**src/asc_pkg.sv**
```systemverilog
// package: timing counts and pin widths for the async sram host controller
`default_nettype none
package asc_pkg;
	localparam int ADDR_W = 15;
	localparam int DATA_W = 8;
	localparam int MEM_DEPTH = 32768;
	localparam int CLK_PERIOD_NS = 8;
	// timing figures in ns
	localparam int WRITE_CYCLE_NS = 70;
	localparam int WE_PULSE_NS = 50;
	localparam int WRITE_DATA_SETUP_TIME_NS = 30;
	localparam int WRITE_LOW_TO_FLOAT_DELAY_NS = 25;
	localparam int READ_CYCLE_NS = 70;
	localparam int CE_HIGH_TO_FLOAT_NS = 25;
	// least times round up to whole cycles
	localparam int WE_PULSE_CYC =
		(WE_PULSE_NS + CLK_PERIOD_NS - 1) / CLK_PERIOD_NS;
	localparam int WR_MIN_CYC =
		(WRITE_LOW_TO_FLOAT_DELAY_NS + WRITE_DATA_SETUP_TIME_NS
		+ CLK_PERIOD_NS - 1) / CLK_PERIOD_NS;
	localparam int WR_CYCLE_CYC =
		(WRITE_CYCLE_NS + CLK_PERIOD_NS - 1) / CLK_PERIOD_NS;
	localparam int WR_PULSE_CYC =
		(WE_PULSE_CYC > WR_MIN_CYC) ? WE_PULSE_CYC : WR_MIN_CYC;
	localparam int RD_CYCLE_CYC =
		(READ_CYCLE_NS + CLK_PERIOD_NS - 1) / CLK_PERIOD_NS;
	localparam int TURN_CYC =
		(CE_HIGH_TO_FLOAT_NS + CLK_PERIOD_NS - 1) / CLK_PERIOD_NS;
	localparam int CNT_W = 5;
	typedef enum logic [4:0] {
		ASC_IDLE  = 5'b00001,
		ASC_WRITE = 5'b00010,
		ASC_WEND  = 5'b00100,
		ASC_READ  = 5'b01000,
		ASC_TURN  = 5'b10000
	} asc_state_e;
endpackage
`default_nettype wire

```
**src/asc_host.sv**
```systemverilog
// module: host controller driving an asynchronous byte-wide static memory
`timescale 1ns/1ps
`default_nettype none
// Functional notes
// - write happens only during overlap of chip-select low and write-strobe low
// - host keeps write data valid around the terminating rising strobe edge
// - strobe-controlled write with output-drive low lasts float delay plus setup
// - host never drives data pins while the device drives them
module asc_host #(
	parameter int WR_CYC = asc_pkg::WR_PULSE_CYC,
	parameter int RD_CYC = asc_pkg::RD_CYCLE_CYC,
	parameter int GAP_CYC = asc_pkg::TURN_CYC
) (
	input  wire logic                        core_clk,
	input  wire logic                        reset,
	input  wire logic                        clk_en,
	input  wire logic                        req_valid,
	input  wire logic                        req_write,
	input  wire logic [asc_pkg::ADDR_W-1:0]  req_addr,
	input  wire logic [asc_pkg::DATA_W-1:0]  req_wdata,
	output logic                             req_ready,
	output logic                             rsp_valid,
	output logic      [asc_pkg::DATA_W-1:0]  rsp_rdata,
	output logic      [asc_pkg::ADDR_W-1:0]  mem_addr,
	output logic                             mem_chip_sel_n,
	output logic                             mem_write_n,
	output logic                             mem_out_drive_n,
	input  wire logic [asc_pkg::DATA_W-1:0]  mem_data_i,
	output logic      [asc_pkg::DATA_W-1:0]  mem_data_o,
	output logic                             mem_data_oe
);

	localparam logic [asc_pkg::CNT_W-1:0] WR_LAST =
		asc_pkg::CNT_W'(WR_CYC - 1);
	localparam logic [asc_pkg::CNT_W-1:0] RD_LAST =
		asc_pkg::CNT_W'(RD_CYC - 1);
	localparam logic [asc_pkg::CNT_W-1:0] GAP_LAST =
		asc_pkg::CNT_W'(GAP_CYC - 1);

	// ==========================================================
	// sequencer
	// one request at a time: a write runs idle, write, wend, idle and
	// a read runs idle, read, turn, idle; the counter times write, read and turn
	// limitation: clk_en low stretches only the pin phase in progress, by the
	// stalled cycles, so the device only ever sees longer, never shorter, times
	asc_pkg::asc_state_e          state_reg;
	asc_pkg::asc_state_e          state_next;
	logic [asc_pkg::CNT_W-1:0]    cnt_reg;
	logic                         cnt_done;

	always_comb begin
		unique case (state_reg)
			asc_pkg::ASC_WRITE: cnt_done = (cnt_reg == WR_LAST);
			asc_pkg::ASC_READ:  cnt_done = (cnt_reg == RD_LAST);
			asc_pkg::ASC_TURN:  cnt_done = (cnt_reg == GAP_LAST);
			default:            cnt_done = 1'b1;
		endcase
	end

	assign req_ready = (state_reg == asc_pkg::ASC_IDLE) && clk_en;

	always_comb begin
		state_next = state_reg;
		unique case (state_reg)
			asc_pkg::ASC_IDLE:
				if (req_valid) begin
					state_next = req_write ? asc_pkg::ASC_WRITE
						: asc_pkg::ASC_READ;
				end
			asc_pkg::ASC_WRITE:
				if (cnt_done) begin
					state_next = asc_pkg::ASC_WEND;
				end
			asc_pkg::ASC_WEND:
				state_next = asc_pkg::ASC_IDLE;
			asc_pkg::ASC_READ:
				if (cnt_done) begin
					state_next = asc_pkg::ASC_TURN;
				end
			asc_pkg::ASC_TURN:
				if (cnt_done) begin
					state_next = asc_pkg::ASC_IDLE;
				end
			default:
				state_next = asc_pkg::ASC_IDLE;
		endcase
	end

	always_ff @(posedge core_clk) begin
		if (reset) begin
			state_reg <= asc_pkg::ASC_IDLE;
		end else if (clk_en) begin
			state_reg <= state_next;
		end
	end

	always_ff @(posedge core_clk) begin
		if (reset) begin
			cnt_reg <= '0;
		end else if (clk_en) begin
			if (state_next != state_reg) begin
				cnt_reg <= '0;
			end else if (!cnt_done) begin
				cnt_reg <= cnt_reg + 1'b1;
			end
		end
	end

	// ==========================================================
	// memory pins
	// address and data are latched at acceptance and held to the end
	// so setup and hold sit around the write-strobe rise, not chip-select
	always_ff @(posedge core_clk) begin
		if (reset) begin
			mem_addr   <= '0;
			mem_data_o <= '0;
		end else if (clk_en && req_ready && req_valid) begin
			mem_addr <= req_addr;
			mem_data_o <= req_wdata;
		end
	end

	// ==========================================================
	// pin decode
	// one place decides which states open each pin, so the strobes
	// and the data drive cannot drift apart when states are added
	function automatic logic sel_on(
		input asc_pkg::asc_state_e st
	);
		sel_on = (st == asc_pkg::ASC_WRITE)
			|| (st == asc_pkg::ASC_WEND)
			|| (st == asc_pkg::ASC_READ);
	endfunction

	function automatic logic write_on(
		input asc_pkg::asc_state_e st
	);
		write_on = (st == asc_pkg::ASC_WRITE);
	endfunction

	function automatic logic data_on(
		input asc_pkg::asc_state_e st
	);
		data_on = write_on(st) || (st == asc_pkg::ASC_WEND);
	endfunction

	function automatic logic read_on(
		input asc_pkg::asc_state_e st
	);
		read_on = (st == asc_pkg::ASC_READ);
	endfunction

	// ==========================================================
	// strobes
	// chip-select low only while a cycle is open
	always_ff @(posedge core_clk) begin
		if (reset) begin
			mem_chip_sel_n <= 1'b1;
		end else if (clk_en) begin
			mem_chip_sel_n <= !sel_on(state_next);
		end
	end

	// strobe rises one cycle before chip-select: strobe ends it, so
	// the two never rise together and the float case cannot arise
	always_ff @(posedge core_clk) begin
		if (reset) begin
			mem_write_n <= 1'b1;
		end else if (clk_en) begin
			mem_write_n <= !write_on(state_next);
		end
	end

	// output-drive held high while writing so the device never
	// drives during our data phase, and at the strobe rise
	always_ff @(posedge core_clk) begin
		if (reset) begin
			mem_out_drive_n <= 1'b1;
		end else if (clk_en) begin
			mem_out_drive_n <= !read_on(state_next);
		end
	end

	// drive data through the strobe rise for hold
	always_ff @(posedge core_clk) begin
		if (reset) begin
			mem_data_oe <= 1'b0;
		end else if (clk_en) begin
			mem_data_oe <= data_on(state_next);
		end
	end

	// ==========================================================
	// read return
	// the byte is taken on the last read edge while output-drive is
	// still low; the turnaround that follows keeps our data drive off
	// until the device has let go of the pins
	always_ff @(posedge core_clk) begin
		if (reset) begin
			rsp_valid <= 1'b0;
			rsp_rdata <= '0;
		end else if (clk_en) begin
			rsp_valid <= 1'b0;
			if (state_reg == asc_pkg::ASC_READ && cnt_done) begin
				rsp_valid <= 1'b1;
				rsp_rdata <= mem_data_i;
			end
		end
	end

endmodule // asc_host
`default_nettype wire

```
**config.mk**
```make
export PLATFORM = sky130hd
export DESIGN_NAME = asc_host
export DESIGN_NICKNAME = d
export VERILOG_FILES = /design/src/asc_pkg.sv /design/src/asc_host.sv
export SDC_FILE = /design/constraint.sdc
export NUM_CORES = 1
export LEC_CHECK = 0
export ABC_AREA = 1
export BUFFER_PORTS_ARGS = -buffer_cell sky130_fd_sc_hd__buf_2
export CELL_PAD_IN_SITES_DETAIL_PLACEMENT = 1
export CELL_PAD_IN_SITES_GLOBAL_PLACEMENT = 2
export CORE_MARGIN = 5
export CORE_UTILIZATION = 29
export CTS_BUF_LIST = sky130_fd_sc_hd__clkbuf_8
export DETAILED_ROUTE_END_ITERATION = 16
export PLACE_DENSITY = 0.95
export SLEW_MARGIN = 0
export SYNTH_ARGS = -nofsm -noshare
export SYNTH_HDL_FRONTEND = slang
export SYNTH_SLANG_ARGS = --single-unit
```
**constraint.sdc**
```tcl
create_clock -name core_clk -period 3.05 [get_ports core_clk]
set_clock_uncertainty 0.1 [all_clocks]
set_input_delay 0.305 -clock core_clk [delete_from_list [all_inputs] [get_ports core_clk]]
set_output_delay 0.305 -clock core_clk [all_outputs]
set_load 0.02 [all_outputs]
```
# == Word-level counts from Yosys, hierarchy flattened ==
# Index checks and enable logic that the tools add are counted.
# Widths: inputs -> output; s select.
# totals
register_bits,46
inputBits,36
out_inout_bits,37
elab_cells,44
# classes
addsub,1
eq_ne,12
muxes,10
reduce_logical,11
# ops
op,count
$mux 5,6
$pmux 5 s4,1
$eq 5x2->1 const B,3
$eq 5x4->1 const B,3
$eq 5x3->1 const B,2
$add 5x1->5 const B,1
$eq 5x1->1 const B,1
$eq 5x5->1 const B,1
$ne 5x5->1,1
$logic_and 1x1->1,4
$mux 4,1
$reduce_and 2->1,2
$logic_not 1->1,3
$pmux 1 s3,1
$logic_or 1x1->1,2
$ne 2x1->1 const B,1
$mux 1,1

# == Longest topological paths before layout ==
# Gate-level depths: netlist (run 1).
# depth
depth_word,8
ltp_mapped,14
depth_no_buf,14

# == Worst setup path before layout (run 1) ==
# OpenSTA, ideal clock, no wires.
# synth_path
path_type,register -> register
from,register state_reg[2]
to,register mem_addr[14] in the netlist's numbering
setup_ps,65
arrival_ps,1661
t_required_ps,2885
path_slack_ps,1225
path_stages_with_launch,9
path_cell_list,dfxtp_1 nor2_2 nand4_1 nor2_1 nand2_1 inv_1 buf_2 nor2_1 nor2_1
# synth_via
elab_chain_len,4
# synth_rtl
item,line_no,text
"start, declared",asc_host.sv:46,asc_pkg::asc_state_e state_reg;
"start signal, assigned",asc_host.sv:91,state_reg <= asc_pkg::ASC_IDLE;
"start signal, assigned",asc_host.sv:93,state_reg <= state_next;
$eq 5x1->1,asc_host.sv:60,assign req_ready = (state_reg == asc_pkg::ASC_IDLE) && clk_en;
$logic_and 1x1->1,asc_host.sv:60,
via req_ready,asc_host.sv:21,"output logic req_ready,"
$logic_and 1x1->1 (2 in series),asc_host.sv:117,end else if (clk_en && req_ready && req_valid) begin
"end signal, assigned",asc_host.sv:118,mem_addr <= req_addr;
"end, declared",asc_host.sv:24,"output logic [asc_pkg::ADDR_W-1:0] mem_addr,"
# The timed path passes the listed nets, and every way through them passes these cells.
# A chain may end at the register's enable or synchronous reset.

# == Worst setup path after layout (run 1) ==
# layout_path
from,register state_reg[2]
to,register mem_data_o[2] in the netlist's numbering
# layout_via
elab_chain_len,4
# layout_rtl
item,line_no,text
$eq 5x1->1,asc_host.sv:60,
$logic_and 1x1->1,asc_host.sv:60,
$logic_and 1x1->1 (2 in series),asc_host.sv:117,
"end signal, assigned",asc_host.sv:119,mem_data_o <= req_wdata;
"end, declared",asc_host.sv:29,"output logic [asc_pkg::DATA_W-1:0] mem_data_o,"
# No other way between the ends.

==> results of run 1 <==
cell type report:
cell class / count / area (sq um) / area share (%)
Clock inverter: 3 / 28.8 / 1.12
Sequential cell: 46 / 921 / 35.9
Multi-Input combinational cell: 191 / 952 / 37.2
Inverter: 27 / 104 / 4.05
Clock buffer: 5 / 68.8 / 2.69
Timing Repair Buffer: 73 / 368 / 14.4
Tap cell: 96 / 120 / 4.69
layout by cell type (no fill, tap or decap), types with 4 or more instances in the layout:
master | synthesis | layout
a21oi_1 | 12 | 12
buf_2 | 2 | 72
clkbuf_8 | 0 | 5
dfxtp_1 | 46 | 46
inv_1 | 24 | 24
nand2_1 | 24 | 24
nand3_1 | 10 | 10
nand3_2 | 4 | 4
nand4_1 | 5 | 5
nor2_1 | 65 | 65
nor2_2 | 11 | 11
o21ai_0 | 34 | 34
o21ai_1 | 10 | 10
path summary, 6_finish.rpt:
check / cells past startpoint / slack, ns / end
max: 8 / 0.81 / mem_data_o[2]
max reg2reg: 8 / 0.81 / mem_data_o[2]
min: 3 / 0.12 / rsp_rdata[1]
min reg2reg: 2 / 0.38 / mem_out_drive_n
routing by layer:
| layer | GRT usage (%) | up-vias | part of all wire [%] |
|---|---|---|---|
| met5 | 0 | - | 0 |
| met4 | 4.03 | 0 | 1.1 |
| met3 | 3.94 | 5 | 4.2 |
| met2 | 23.6 | 38 | 50 |
| met1 | 16.9 | 916 | 45 |
| li1 | - | 1022 | - |
metrics by stage:
step           util (%)  hold slack [ns]  cells  power [mW]  cell area, sq um
2_1_floorplan         -            0.333    275       0.831              2020
3_3_place_gp       36.3            0.351    433       0.911              2460
3_5_place_dp       36.3            0.357    433       0.918              2460
4_1_cts            37.7            0.124    441        1.33              2560
5_1_grt            37.7            0.131    441        1.39              2560
6_report           37.7            0.123    441        1.31              2560
synthesized netlist by cell type, drive strengths merged:
| master | n | share of area [%] |
|---|---|---|
| o21ai | 44 | 11 |
| nand2 | 29 | 6.5 |
| nand4 | 5 | 1.5 |
| inv | 26 | 5.0 |
| ha | 1 | 0.62 |
| or2 | 1 | 0.31 |
| clkinv | 1 | 0.19 |
| nor2 | 78 | 17 |
| a211oi | 1 | 0.37 |
| xor2 | 3 | 1.3 |
| o211ai | 1 | 0.37 |
| a31oi | 1 | 0.31 |
| a21oi | 13 | 3.4 |
| buf | 3 | 0.68 |
| dfxtp | 46 | 46 |
| nand3 | 14 | 4.5 |
| clkbuf | 8 | 1.5 |
logic make-up after synthesis:
family                   count (synthesis)
buffers and inverters                   38
XOR/XNOR                                 3
AND/OR/NAND/NOR                        127
adder cells (fa/ha/maj)                  1
flip-flops                              46
AO/OA/AOI/OAI                           60
critical path: stages, from the launching register on:
cell,delay [ns]
dfxtp_1,0.37
nor2_2,0.22
nand4_1,0.23
nor2_1,0.21
nand2_1,0.09
buf_4,0.21
inv_1,0.54
nor2_1,0.10
nor2_1,0.12
report_power, final:
| group | leakage [nW] | internal, mW | total [mW] | switching (mW) |
|---|---|---|---|---|
| Clock | 0.0506 | 0.172 | 0.409 | 0.238 |
| Sequential | 0.376 | 0.635 | 0.662 | 0.0265 |
| Combinational | 0.831 | 0.0840 | 0.238 | 0.154 |
==> reports/qor.yml, run 1 <==
status: "completed"
totalNegativeSetupSlack_ns: 0
ant_nets: 0
cts_root_buffer: "clkbuf_8"
cts_tree: "done"
gp_congestion: 0.846
fp-row-count: 30
rsz0062_at_grt: "no"
cp-startpoint: "state_reg[2]"
nets: 381
clkSlewWorstSetupHoldPaths_ns: 0.10
clockBufferDepth: 2
syn_inst: 275
dieArea_sq_mm: 0.00874
dr.pass1.iters: 3
port_buffers: 72
relSlewSlack_pct: 34.9
drt_iter0_drc: 78
synthesis.area_sq_mm: 0.00202
worst_pin_slew_ns: 0.976
grt.overflow.total: 0
cts_resized: 0
track_usage_pct: 13.9
synth_mux_area_share_pct: 0
grt_first_pass_wirelength_mm: 9.71
worst-setup-path-type: "register to register"
drv_slew: 0
worstHoldPathType: "primary input to register"
grt_pass1_vias: 2073
synthXorXnorAreaFrac_pct: 1.30
synth-adder-area-share_pct: 0.619
cts_made_buffers: 5
p_leak_nw: 1.26
grt_max_degree: 39
fin_crit_sh_pct: 73.5
hold_violations: 0
route.detailed.drc: 0
cts_hold_buf: 0
required_ns: 3.20
ys_ff_latch: 46
largestRegisters: "mem_addr (15), mem_data_o (8), rsp_rdata (8)"
cts_htree_levels: 2
regMostFlops: "mem_addr"
cts.sinks: 46
io_pins: 73
hold_start: "mem_data_i[1]"
powerDensity_mw_per_mm2: 511
initial_core_util_pct: 29.7
vias: 1981
vias_per_cell: 4.49
post-route-min-period_ns: 2.24
post_cts_buffers: 0
yosys_warnings: 0
worstPathMaxFanout: 24
synth_seq_area_share_pct: 45.6
areaGrowthSynthToFinish_pct: 26.8
antenna_found_initial: 0
rr_startpoint: "state_reg[2]"
cp-end-kind: "register"
chipWidth_um: 93.5
wire_per_inst_um: 12.8
cp-start-kind: "register"
synthSimpleGateAreaFrac_pct: 29.8
yosysUniqueCellTypes: 28
place_ws_ns: 0.871
setup-violations-final: 0
die_h_um: 93.5
drv_cap: 0
syn-num-nets: 312
ir_worst_vdd_mv: 0.213
synth_top_family_by_area: "simple AND/OR/NAND/NOR gates"
synth_compound_area_share_pct: 15.4
avgSynthCellArea_sq_um: 7.35
dp_hpwl_mm: 4.33
fmaxAchievable_mhz: 446
drive_gt1_share_pct: 31.0
clk_latency_ns: 0.31
antenna_cells: 0
crit_arrival_ns: 2.39
core-area_sq_mm: 0.00679
largest_reg_flops: 15
fin_ws_ns: 0.808
fillers: 869
wl_mm: 5.67
(Power assumes the default switching activity.)
==> run 2, diff against run 1 <==
--- a/config.mk
+++ b/config.mk
@@ -5,15 +5,15 @@
 export SDC_FILE = /design/constraint.sdc
 export NUM_CORES = 1
 export LEC_CHECK = 0
-export ABC_AREA = 1
+export ABC_AREA = 0
 export BUFFER_PORTS_ARGS = -buffer_cell sky130_fd_sc_hd__buf_2
 export CELL_PAD_IN_SITES_DETAIL_PLACEMENT = 1
 export CELL_PAD_IN_SITES_GLOBAL_PLACEMENT = 2
 export CORE_MARGIN = 5
-export CORE_UTILIZATION = 29
+export CORE_UTILIZATION = 28
 export CTS_BUF_LIST = sky130_fd_sc_hd__clkbuf_8
 export DETAILED_ROUTE_END_ITERATION = 16
-export PLACE_DENSITY = 0.95
+export PLACE_DENSITY = 0.9
 export SLEW_MARGIN = 0
 export SYNTH_ARGS = -nofsm -noshare
 export SYNTH_HDL_FRONTEND = slang
==> constraint.sdc (replaced) <==
create_clock -name core_clk -period 2.27 [get_ports core_clk]
set_clock_uncertainty 0.1 [all_clocks]
set_input_delay 0.227 -clock core_clk [delete_from_list [all_inputs] [get_ports core_clk]]
set_output_delay 0.227 -clock core_clk [all_outputs]
set_load 0.02 [all_outputs]
==> reports/qor.yml, run 2 <==
final_common_cell: "buf_2"
dpl_cell_area_sq_mm: 0.00257
worstHoldPathType: "primary input to register"
clockBufferDepth: 2
place_ws_ns: 0.0298
crit_arrival_ns: 2.26
worstPathMaxFanout: 7
intPower_mw: 1.16
grt.overflow.total: 0
worst-setup-path-type: "register to register"
holdPathStages: 3
core-area_sq_mm: 0.00721
vias: 2108
dp_hpwl_mm: 4.53
largest_reg_flops: 15
fin_ws_ns: 0.111
powerDensity_mw_per_mm2: 606
drv_slew: 0
p_sw_mw: 0.472
avgSynthCellArea_sq_um: 8.06
port_buffers: 72
power_frac_seq_pct: 52.3
layout_common_cells: "buf_2 (72), nand2_1 (50), dfxtp_1 (46)"
synth_edf_count: 0
drv_cap: 0
hold_slack_ns: 0.0497
synth.top_cell.area_share_pct: 44.5
drt_iter0_drc: 141
syn_inst: 257
cp-start-kind: "register"
worst_pin_slew_ns: 0.477
syn-num-nets: 294
design_area_sq_mm: 0.00269
cts.sinks: 46
wl_mm: 6.10
final_util_pct: 37.3
synth_ff_type: "dfxtp_1"
status: "completed"
required_ns: 2.37
chipWidth_um: 96.0
grt_first_pass_wirelength_mm: 9.96
clkSlewWorstSetupHoldPaths_ns: 0.09
vias_per_cell: 4.85
dieArea_sq_mm: 0.00922
clkPwrFrac_pct: 30.9
die_h_um: 96.0
gp_congestion: 0.815
antenna_found_initial: 0
io_pins: 73
ir_worst_vdd_mv: 0.372
cp-end-kind: "register"
power_frac_comb_pct: 16.8
setup-violations-final: 0
fin_crit_sh_pct: 95.1
grt_pass1_vias: 2132
dr.pass1.iters: 4
ys_async_sr_fraction_pct: 0
ant_nets: 0
wire_per_inst_um: 14.0
cts_htree_levels: 2
antenna_cells: 0
track_usage_pct: 13.6
yosysUniqueCellTypes: 47
largestRegisters: "mem_addr (15), mem_data_o (8), rsp_rdata (8)"
areaGrowthSynthToFinish_pct: 29.8
yosys_warnings: 0
drive_gt1_share_pct: 31.3
cts_made_buffers: 5
synth_top_area_cell: "dfxtp_1"
post-route-min-period_ns: 2.16
synth_common_cells: "nand2_1 (50), dfxtp_1 (46), a21oi_1 (31)"
hold_violations: 0
fmaxAchievable_mhz: 463
relSlewSlack_pct: 67.9
synthMostInstantiatedCell: "nand2_1"
fp-row-count: 31
regMostFlops: "mem_addr"
ff2ff_path_depth: 6
grt_max_degree: 26
ys_ff_latch: 46
nets: 372
initial_core_util_pct: 28.7
cts_hold_buf: 0
synthesis.area_sq_mm: 0.00207
clk_latency_ns: 0.30
synth_seq_area_share_pct: 44.5
total_power_mw: 1.63
route.detailed.drc: 0
cts_root_buffer: "clkbuf_8"
swShare_pct: 29.0
cts_tree: "done"
synth_area_leaders: "dfxtp_1 (44%), nand2_1 (9.1%), a21oi_1 (7.5%)"
p_leak_nw: 1.14
==> run 2: changes by cell type in the layout (fill, tap and decap cells not counted), sizes merged, moves of 14 or more <==
cell / previous run / this run
a21oi: 13 / 31
buf: 73 / 87
inv: 28 / 9
nand2: 29 / 50
nor2: 78 / 24
o21ai: 44 / 9
==> run 2: final cells by class <==
cell class,count,area (sq um)
Tap cell,99,124
Timing Repair Buffer,87,473
Clock buffer,5,68.8
Fill cell,945,4530
Sequential cell,46,921
Clock inverter,3,18.8
Inverter,9,33.8
Multi-Input combinational cell,186,1050
==> run 2: path summary, 6_finish.rpt <==
kind | start | endpoint | slack [ns]
setup reg to reg | state_reg[0] | state_reg[4] | 0.11
hold / removal | req_wdata[5] | mem_data_o[5] | 0.05
setup / recovery | state_reg[0] | state_reg[4] | 0.11
hold reg to reg | mem_out_drive_n | mem_out_drive_n | 0.35
==> run 2: kinds of logic after synthesis <==
kind of cell	Yosys count	synth area share [%]
buffers and inverters	25	5.38
xor gates and xnor gates	1	0.423
muxes	11	5.38
AOI/OAI and AO/OA	60	18.2
and+or+nand+nor	113	25.5
DFF	46	44.5
adders and majority gates	1	0.604
==> run 2: worst max-delay path, cell delays in order (launching register included) <==
cell      delay [ns]
dfxtp_1         0.37
or3b_4          0.44
o21ai_2         0.17
a21oi_1         0.11
mux2_2          0.32
a211o_1         0.30
a311oi_1        0.26
==> run 2: routing by layer <==
layer  routed length (um)  GRT usage, %
met4                   76          3.91
met1                 2560          16.7
met3                  349          3.91
met5                    0             0
met2                 3110          23.0
==> run 2: through the flow <==
stage               setup TNS, ns  std cells
floorplan                       0        257
global placement                0        425
detailed placement              0        425
CTS                             0        433
global route              -0.0346        435
finish                          0        435
==> run 2: power by group through the flow <==
stage,Clock (mW),Sequential [mW],Combinational (mW)
2_1_floorplan,0,0.901,0.138
3_3_place_gp,0,0.871,0.269
3_5_place_dp,0,0.872,0.273
4_1_cts,0.521,0.853,0.275
5_1_grt,0.556,0.858,0.304
6_report,0.504,0.853,0.273
==> run 2: what timing repair did <==
item	in CTS	in global routing
setup buffers	0	2
setup endpoints to repair	0	12
hold endpoints to repair	0	0
resized for setup	0	3
